$ cat src/pkg/mcc_pkg.sv
/*
 * Constants and types of the mode and clock control block.
 * Assumes a single 10 MHz system clock and synchronous reset.
 */
package mcc_pkg;

   localparam int unsigned CLK_HZ        = 10_000_000;
   localparam int unsigned HALT_WIN_NS   = 1000;
   localparam int unsigned CLK_PERIOD_NS = 1_000_000_000 / CLK_HZ;
   localparam int unsigned HALT_WIN_CYC  =
      (HALT_WIN_NS / CLK_PERIOD_NS) < 1 ? 1 : HALT_WIN_NS / CLK_PERIOD_NS;

   localparam int unsigned PRESC_W   = 13;
   localparam int unsigned PRESC_TAPS = 13;
   localparam logic [12:0] PRESC_RST = 13'h0000;

   localparam logic [1:0] PLL_X1 = 2'h0;
   localparam logic [1:0] PLL_X2 = 2'h1;
   localparam logic [1:0] PLL_X4 = 2'h2;
   localparam logic [1:0] PLL_RSVD = 2'h3;

   localparam logic [2:0] MULT_X1 = 3'h1;
   localparam logic [2:0] MULT_X2 = 3'h2;
   localparam logic [2:0] MULT_X4 = 3'h4;

   localparam logic [1:0] BUS_NONE = 2'h0;
   localparam logic [1:0] BUS_8    = 2'h1;
   localparam logic [1:0] BUS_16   = 2'h2;
   localparam logic [1:0] BUS_32   = 2'h3;

   localparam logic [5:0] TIMER_PINS_ALL = 6'h3F;

   typedef enum logic [3:0] {
      MCC_MODE_MCU0      = 4'h0,
      MCC_MODE_MCU1      = 4'h1,
      MCC_MODE_MCU2      = 4'h2,
      MCC_MODE_SINGLE    = 4'h3,
      MCC_MODE_ROM_PROG  = 4'h4,
      MCC_MODE_BOOT      = 4'h5,
      MCC_MODE_USER_PROG = 4'h6,
      MCC_MODE_FLASH_PGM = 4'h7,
      MCC_MODE_UNDEF     = 4'hF
   } mcc_mode_type;

   typedef enum logic [1:0] {
      MCC_HD_RUN     = 2'h0,
      MCC_HD_HALTED  = 2'h1,
      MCC_HD_STANDBY = 2'h2
   } mcc_hd_state_type;

endpackage

$ cat src/pkg/mcc_halt_if.sv
/*
 * Carrier between the top and the halt detector.
 * Assumes both ends sit in the one clock domain.
 */
interface mcc_halt_if;
   logic ext_clock_in;
   logic standby;
   logic halt_seen;
   logic pins_hiz;
   logic latched_fail;

   modport top (output ext_clock_in, output standby,
                input halt_seen, input pins_hiz, input latched_fail);
   modport det (input ext_clock_in, input standby,
                output halt_seen, output pins_hiz, output latched_fail);
endinterface

$ cat src/hdl/mcc_mode_clock_ctrl.sv
/*
 * Mode and clock control: decodes strap pins into operating mode, bus
 * width and PLL multiplier, runs the peripheral prescaler and gates the
 * six high-current timer pins through the oscillator halt detector.
 * Assumes all inputs are synchronous to i_ref_clk and that the straps
 * are held steady while power is on.
 */

module mcc_mode_clock_ctrl #(
   parameter int unsigned HALT_WIN    = mcc_pkg::HALT_WIN_CYC,
   parameter bit          LARGE_PKG   = 1'b1
) (
   input  wire logic        i_ref_clk,
   input  wire logic        i_reset,
   input  wire logic        i_op_mode_pin_0,
   input  wire logic        i_op_mode_pin_1,
   input  wire logic        i_clk_mode_pin_0,
   input  wire logic        i_clk_mode_pin_1,
   input  wire logic        i_flash_write_protect_n,
   input  wire logic        i_ext_clock_in,
   input  wire logic        i_standby,
   input  wire logic [5:0]  i_timer_pin_oe_n,
   output logic      [3:0]  o_op_mode,
   output logic             o_mode_undefined,
   output logic             o_rom_enable,
   output logic      [1:0]  o_cs0_bus_width,
   output logic             o_rom_bus_32,
   output logic             o_ext_addr_enable,
   output logic             o_all_ports_gpio,
   output logic      [2:0]  o_pll_mult,
   output logic             o_pll_reserved,
   output logic      [12:0] o_presc_tick,
   output logic      [5:0]  o_timer_pin_oe_n,
   output logic             o_timer_pins_hiz,
   output logic             o_osc_halted,
   output logic             o_osc_fail
);

   typedef struct packed {
      mcc_pkg::mcc_mode_type mode;
      logic                  undef;
      logic                  rom;
      logic [1:0]            cs0w;
      logic                  rom32;
      logic                  ext_addr;
      logic                  gpio;
      logic [2:0]            mult;
      logic                  pll_rsvd;
      logic [12:0]           presc;
      logic [12:0]           tick;
      logic [5:0]            oe_n;
      logic                  hiz;
      logic                  halted;
      logic                  fail;
   } mcc_top_type;

   mcc_top_type s_q;
   mcc_top_type s_d;
   mcc_halt_if  hif ();

   logic [mcc_pkg::PRESC_TAPS-1:0] tick_d;

   // Tap k pulses when the low k+1 prescaler bits are all one
   for (genvar k = 0; k < mcc_pkg::PRESC_TAPS; k++) begin : g_tick
      assign tick_d[k] = &s_q.presc[k:0];
   end

   ////////////////////////////////////////////////////////////////////////
   function automatic mcc_pkg::mcc_mode_type decode_mode(
      input logic       fwp_n,
      input logic [1:0] up,
      input logic [1:0] lo
   );
      mcc_pkg::mcc_mode_type m;
      m = mcc_pkg::MCC_MODE_UNDEF;
      if (fwp_n && up == 2'h3 && lo == 2'h3) begin
         m = mcc_pkg::MCC_MODE_ROM_PROG;
      end else if (fwp_n && up == 2'h3 && lo == 2'h1) begin
         m = mcc_pkg::MCC_MODE_FLASH_PGM;
      end else if (fwp_n) begin
         m = mcc_pkg::mcc_mode_type'({2'h0, lo});
      end else if (lo == 2'h0) begin
         m = mcc_pkg::MCC_MODE_BOOT;
      end else if (lo == 2'h2) begin
         m = mcc_pkg::MCC_MODE_USER_PROG;
      end
      return m;
   endfunction

   function automatic logic [2:0] pll_mult(input logic [1:0] up);
      logic [2:0] r;
      r = mcc_pkg::MULT_X1;
      if (up == mcc_pkg::PLL_X2) begin
         r = mcc_pkg::MULT_X2;
      end else if (up == mcc_pkg::PLL_X4) begin
         r = mcc_pkg::MULT_X4;
      end
      return r;
   endfunction

   ////////////////////////////////////////////////////////////////////////
   assign hif.ext_clock_in = i_ext_clock_in;
   assign hif.standby      = i_standby;

   mcc_halt_det #(
      .WIN_CYC (HALT_WIN)
   ) u_halt (
      .i_ref_clk (i_ref_clk),
      .i_reset   (i_reset),
      .hif       (hif)
   );

   ////////////////////////////////////////////////////////////////////////
   always_comb begin
      logic [1:0] up;
      logic [1:0] lo;
      up = {i_clk_mode_pin_1, i_clk_mode_pin_0};
      lo = {i_op_mode_pin_1, i_op_mode_pin_0};
      s_d = s_q;

      s_d.mode  = decode_mode(i_flash_write_protect_n, up, lo);
      s_d.undef = s_d.mode == mcc_pkg::MCC_MODE_UNDEF;
      s_d.rom      = 1'b1;
      s_d.cs0w     = mcc_pkg::BUS_NONE;
      s_d.rom32    = 1'b0;
      s_d.ext_addr = 1'b1;
      s_d.gpio     = 1'b0;
      case (s_d.mode)
         mcc_pkg::MCC_MODE_MCU0: begin
            s_d.rom  = 1'b0;
            s_d.cs0w = LARGE_PKG ? mcc_pkg::BUS_16 : mcc_pkg::BUS_8;
         end
         mcc_pkg::MCC_MODE_MCU1: begin
            s_d.rom  = 1'b0;
            s_d.cs0w = LARGE_PKG ? mcc_pkg::BUS_32 : mcc_pkg::BUS_16;
         end
         mcc_pkg::MCC_MODE_MCU2: begin
            s_d.rom32 = 1'b1;
         end
         mcc_pkg::MCC_MODE_SINGLE: begin
            s_d.ext_addr = 1'b0;
            s_d.gpio     = 1'b1;
         end
         mcc_pkg::MCC_MODE_ROM_PROG,
         mcc_pkg::MCC_MODE_FLASH_PGM: begin
            s_d.ext_addr = 1'b0;
         end
         mcc_pkg::MCC_MODE_BOOT,
         mcc_pkg::MCC_MODE_USER_PROG: begin
            s_d.rom32 = 1'b1;
         end
         default: begin
            s_d.rom      = 1'b0;
            s_d.ext_addr = 1'b0;
         end
      endcase

      // Clock mode only meaningful in MCU modes 0 to 3
      if (s_d.mode <= mcc_pkg::MCC_MODE_SINGLE) begin
         s_d.mult     = pll_mult(up);
         s_d.pll_rsvd = up == mcc_pkg::PLL_RSVD;
      end else begin
         s_d.mult     = mcc_pkg::MULT_X1;
         s_d.pll_rsvd = 1'b0;
      end

      // Free-running divider; bit k toggles at phi/2^(k+1)
      s_d.presc = s_q.presc + 13'h0001;
      s_d.tick  = tick_d;

      s_d.hiz    = hif.pins_hiz;
      s_d.oe_n   = hif.pins_hiz ? mcc_pkg::TIMER_PINS_ALL
                                : i_timer_pin_oe_n;
      s_d.halted = hif.halt_seen;
      s_d.fail   = hif.latched_fail;

      if (i_reset) begin
         s_d.presc = mcc_pkg::PRESC_RST;
         s_d.tick  = '0;
         s_d.oe_n  = mcc_pkg::TIMER_PINS_ALL;
         s_d.hiz   = 1'b0;
         s_d.halted = 1'b0;
         s_d.fail  = 1'b0;
      end
   end

   always_ff @(posedge i_ref_clk) begin
      s_q <= s_d;
   end

   ////////////////////////////////////////////////////////////////////////
   assign o_op_mode         = s_q.mode;
   assign o_mode_undefined  = s_q.undef;
   assign o_rom_enable      = s_q.rom;
   assign o_cs0_bus_width   = s_q.cs0w;
   assign o_rom_bus_32      = s_q.rom32;
   assign o_ext_addr_enable = s_q.ext_addr;
   assign o_all_ports_gpio  = s_q.gpio;
   assign o_pll_mult        = s_q.mult;
   assign o_pll_reserved    = s_q.pll_rsvd;
   assign o_presc_tick      = s_q.tick;
   assign o_timer_pin_oe_n  = s_q.oe_n;
   assign o_timer_pins_hiz  = s_q.hiz;
   assign o_osc_halted      = s_q.halted;
   assign o_osc_fail        = s_q.fail;

endmodule

$ cat src/hdl/mcc_halt_det.sv
/*
 * Oscillator halt detector: watches the external clock sample for change
 * and forces the high-current timer pins to high impedance.
 * Assumes ext_clock_in is already synchronous to i_ref_clk.
 */
module mcc_halt_det #(
   parameter int unsigned WIN_CYC = mcc_pkg::HALT_WIN_CYC
) (
   input  wire logic    i_ref_clk,
   input  wire logic    i_reset,
   mcc_halt_if.det      hif
);

   localparam int unsigned CW = $clog2(WIN_CYC + 1);

   typedef struct packed {
      mcc_pkg::mcc_hd_state_type st;
      logic                      prev;
      logic [CW-1:0]             cnt;
      logic                      fail;
   } mcc_hd_type;

   mcc_hd_type s_q;
   mcc_hd_type s_d;
   logic       edge_seen;

   ////////////////////////////////////////////////////////////////////////
   always_comb begin
      s_d       = s_q;
      edge_seen = hif.ext_clock_in != s_q.prev;
      s_d.prev  = hif.ext_clock_in;
      case (s_q.st)
         mcc_pkg::MCC_HD_RUN: begin
            if (hif.standby) begin
               s_d.st  = mcc_pkg::MCC_HD_STANDBY;
               s_d.cnt = '0;
            end else if (edge_seen) begin
               s_d.cnt = '0;
            end else if (s_q.cnt == CW'(WIN_CYC - 1)) begin
               s_d.st   = mcc_pkg::MCC_HD_HALTED;
               s_d.fail = 1'b1;
            end else begin
               s_d.cnt = s_q.cnt + CW'(1);
            end
         end
         mcc_pkg::MCC_HD_HALTED: begin
            s_d.cnt = '0;
            if (hif.standby) begin
               s_d.st = mcc_pkg::MCC_HD_STANDBY;
            end else if (edge_seen) begin
               s_d.st = mcc_pkg::MCC_HD_RUN;
            end
         end
         mcc_pkg::MCC_HD_STANDBY: begin
            s_d.cnt = '0;
            if (!hif.standby) begin
               s_d.st = mcc_pkg::MCC_HD_RUN;
            end
         end
         default: begin
            s_d.st = mcc_pkg::MCC_HD_RUN;
         end
      endcase
      if (i_reset) begin
         s_d.st   = mcc_pkg::MCC_HD_RUN;
         s_d.prev = 1'b0;
         s_d.cnt  = '0;
         s_d.fail = 1'b0;
      end
   end

   always_ff @(posedge i_ref_clk) begin
      s_q <= s_d;
   end

   assign hif.halt_seen    = s_q.st == mcc_pkg::MCC_HD_HALTED;
   assign hif.pins_hiz     = s_q.st != mcc_pkg::MCC_HD_RUN;
   assign hif.latched_fail = s_q.fail;

endmodule

$ cat config.mk
export PLATFORM = sky130hd
export DESIGN_NAME = mcc_mode_clock_ctrl
export DESIGN_NICKNAME = d
export VERILOG_FILES = /design/src/pkg/mcc_pkg.sv /design/src/pkg/mcc_halt_if.sv /design/src/hdl/mcc_mode_clock_ctrl.sv /design/src/hdl/mcc_halt_det.sv
export SDC_FILE = /design/constraint.sdc
export NUM_CORES = 1
export LEC_CHECK = 0
export ABC_AREA = 0
export BUFFER_PORTS_ARGS = -buffer_cell sky130_fd_sc_hd__buf_2
export CORE_MARGIN = 2
export CORE_UTILIZATION = 40
export CTS_CLUSTER_SIZE = 28
export DETAILED_ROUTE_END_ITERATION = 6
export PLACE_DENSITY = 0.68
export SETUP_SLACK_MARGIN = 0.05
export SYNTH_ARGS = -nofsm -noshare
export SYNTH_HDL_FRONTEND = slang
export SYNTH_SLANG_ARGS = --single-unit
export TNS_END_PERCENT = 20
$ cat constraint.sdc
create_clock -name i_ref_clk -period 1.9 [get_ports i_ref_clk]
set_clock_uncertainty 0.2 [all_clocks]
set_input_delay 0.285 -clock i_ref_clk [delete_from_list [all_inputs] [get_ports i_ref_clk]]
set_output_delay 0.285 -clock i_ref_clk [all_outputs]
set_load 0.01 [all_outputs]
==> key figures <==
STA
  • Setup Viol. Count Final: 0
  • Setup TNS: 0 ps
  • Max Transition Viols Final: 0
  • F_max: 532 MHz
  • Hold Violations, Final: 0
  • Final hold slack: 30.8 ps
  • RSZ-0062 raised after global routing: true
  • Worst Tran Pin Value: 372 ps
  • Max_slew headroom: 75.1%
  • Final worst path period share: 99.0%
  • Final min period: about 1900 ps

Global route
  • GRT Residual Overflow: 0
  • Initial antenna violation count: 0
  • First-pass GRT wire length: 6640 um
  • Total GRT Usage: 13.6%
  • Vias in the first global route: 1551
  • Largest net degree at the start of global routing: 37

Power and ir drop
  • Comb pwr share: 8.1%
  • PwrDens: 862 nW/um^2
  • Leak: 1.21 nW
  • Clock Power Share: between 30% and 40%
  • P_int: 0.00182 W
  • Tot Pwr: approximately 0.0024 W
  • Peak VDD IR: 0.000434 V
  • Psw: ~0.00055 W
  • Sequential Power Share: 53.8%
  • Switching Share: between 20% and 30%

Setup path
  • Data required, critical path: 1930 ps
  • Critical Path Fanout Max: 3
  • Critical path arrival: 1910 ps
  • Worst Setup SP: u_halt.s_q[6]
  • Critical path's slowest cell: or4_4
  • FF-to-FF path depth: 5
  • WS Path Type: flip-flop to flip-flop
  • Worst R2R Start: u_halt.s_q[6]
  • Crit path largest cell delay: 510 ps
  • FF-to-FF setup slack: roughly 19 ps
  • WP buf/inv: 1
  • Cell family with most CP delay: simple AND/OR/NAND/NOR gates
  • Startpoint Class: flip-flop
  • Reg2reg end: u_halt.s_q[2]
  • Critical path, cell by cell: inv_2 > ha_4 > or4_4 > or4_1 > o31ai_1
  • Setup crit end kind: flip-flop

Die
  • Row count: 27
  • Die width: ~80 um
  • Starting Density: slightly above 40%
  • # IOs: 52
  • Die height: 79.5 um
  • Die Area: 6330 sq um
  • Area of the core: 5510 sq um

Run status
  • Status: completed

Place
  • I/O Buffers: 51
  • Gpl congestion: approximately 0.8
  • HPWL Detailed: 2600 um

Detailed routing
  • Routed vias/inst: roughly 4.4
  • Via Count: 1586
  • DR pass1 iterations: 4
  • WL final: 3790 um
  • DRC viols: 0
  • Per-cell routed wire length: 10.6 um
  • Initial DRC count: 96
  • Antenna-violating nets left: 0

Layout
  • Syn-to-layout area delta: 20.2%
  • Diode count: 0
  • Finished Core Util: 49.8%
  • # fillers: 503
  • Share of layout cells above drive strength 1: 30.9%
  • Layout Nets: ~300

Clock tree
  • CTS tree: yes
  • Clock Latency Late Sink: 320 ps
  • Clock Pin Slew Worst Setup and Hold Paths: 60 ps
  • Clk sinks: 58
  • CTS Buf Count: 9
  • CTS max path bufs: 2
  • Htree depth: 3
  • Root Driver: clkbuf_8

Synth
  • Syn Nets: about 260
  • Count of cell types in the netlist: 35
  • Synth top area share: 50.9%
  • Largest area contributor in the netlist: dfxtp_1
  • Synthesized cell area: 2280 sq um
  • Mean post-synth cell area: between 9 and 10 sq um
  • Register area share after synthesis: between 50 and 60%
  • Mapped Cells: roughly 230
  • Synth top area cells: dfxtp_1 51%, buf_4 9.2%, ha_1 7.1%
  • YS warnings: 0
  • Synth Register Bits: 58

Min path
  • Hold Crit Depth: 2
  • Hold EP: o_pll_reserved
  • Hold path start: i_op_mode_pin_0
  • Worst min path class: primary input to flip-flop

Job
  • Max_cap viols: 0
-- cell type report --
type | count | area (sq um) | share of cell area (%)
Tap cell | 72 | 90.1 | 3.28
Clock buffer | 12 | 135 | 4.93
Inverter | 13 | 48.8 | 1.78
Timing Repair Buffer | 70 | 420 | 15.3
Sequential cell | 58 | 1160 | 42.5
Multi-Input combinational cell | 129 | 866 | 31.6
Clock inverter | 3 | 17.5 | 0.639
-- worst reg2reg max path, cell delays in order (launching register included) --
cell	delay (ps)
dfxtp_2	330
inv_2	50
ha_4	220
or4_4	510
or4_1	410
o31ai_1	70
-- per-layer routing --
layer	GRT usage, %	vias up	wire length, um	share of wire, %
li1	-	826	-	-
met1	14.8	706	1720	45
met2	21.4	49	1660	44
met3	6.67	5	354	9.3
met4	7.76	0	53	1.4
met5	0	-	0	0
-- worst max path at each step --
stage | endpoint | slack (ps) | cells after the start
3_5_place_dp | u_halt.s_q[3] | -60 | 6
5_1_grt | u_halt.s_q[2] | -20 | 5
4_1_cts | u_halt.s_q[2] | 20 | 5
3_3_place_gp | u_halt.s_q[2] | -0.2 | 5
2_1_floorplan | u_halt.s_q[2] | -30 | 5
6_report | u_halt.s_q[2] | 20 | 5
-- layout by cell type, fill, tap and decap left out, types with 4 or more instances in the layout --
cell type and count:
ha_1 11, nand2b_1 9, dlygate4sd3_1 9, inv_1 11, dfxtp_1 55, xnor2_1 5, nor2_1 22, nand3_1 5
a21oi_1 4, buf_2 51, nor2b_1 17, buf_4 10, nor3_1 7, o21ai_0 4, clkbuf_8 9, nand2_1 12
-- synthesized netlist by cell type, drive strengths merged --
cell	number
a21oi	4
o32ai	1
clkbuf	4
nor3b	3
nor4	2
nor3	7
a22o	1
nand3	5
inv	13
ha	13
nand4	2
and3	1
xor2	2
a2bb2oi	1
or2	3
o2bb2ai	1
buf	29
o21ai	5
and2	1
or3	3
nand2	12
dfxtp	58
or4	3
a21o	1
and4b	1
xnor2	5
nand2b	9
o31ai	1
a31o	1
nor2b	17
o31a	2
nor2	22
-- flip-flops by register name, indices dropped and copies added (netlist names), 2 cells and up --
register,count
o_timer_pin_oe_n,6
o_cs0_bus_width,2
s_q,13
u_halt.s_q,7
o_op_mode,4
o_presc_tick,13
o_pll_mult,3
-- cell families (layout without fill, tap and decap cells) --
group           Yosys count  in the layout  synth area share, %
fa+ha+maj                13             13                 7.13
buf+inv                  46             98                 12.5
simple gates             91             91                 21.5
compound gates           18             18                 5.32
xor+xnor                  7              7                 2.69
flops                    58             58                 50.9
-- metrics by stage --
| step | instance area [sq um] | worst slack, ps | std cells |
|---|---|---|---|
| 2_1_floorplan | 2280 | -25.2 | 233 |
| 3_3_place_gp | 2470 | -0.237 | 333 |
| 3_5_place_dp | 2470 | -55.1 | 333 |
| 4_1_cts | 2730 | 20.0 | 357 |
| 5_1_grt | 2740 | -20.0 | 357 |
| 6_report | 2740 | 19.2 | 357 |
-- power by group through the flow --
stage | clock, W | combinational, W | sequential (W)
3_3_place_gp | 0 | 0.000171 | 0.00130
2_1_floorplan | 0 | 0.000119 | 0.00130
5_1_grt | 0.000993 | 0.000219 | 0.00128
3_5_place_dp | 0 | 0.000175 | 0.00130
6_report | 0.000899 | 0.000192 | 0.00127
4_1_cts | 0.000937 | 0.000193 | 0.00127
-- timing repair --
action	CTS	global route
cloned	0	0
pin swaps	0	0
hold endpoints to repair	10	0
setup buffers	0	0
endpoints found under the setup margin	3	7
gates resized for setup	5	4
hold buffers	9	0
No activity file was read; power rests on OpenSTA's default activity.
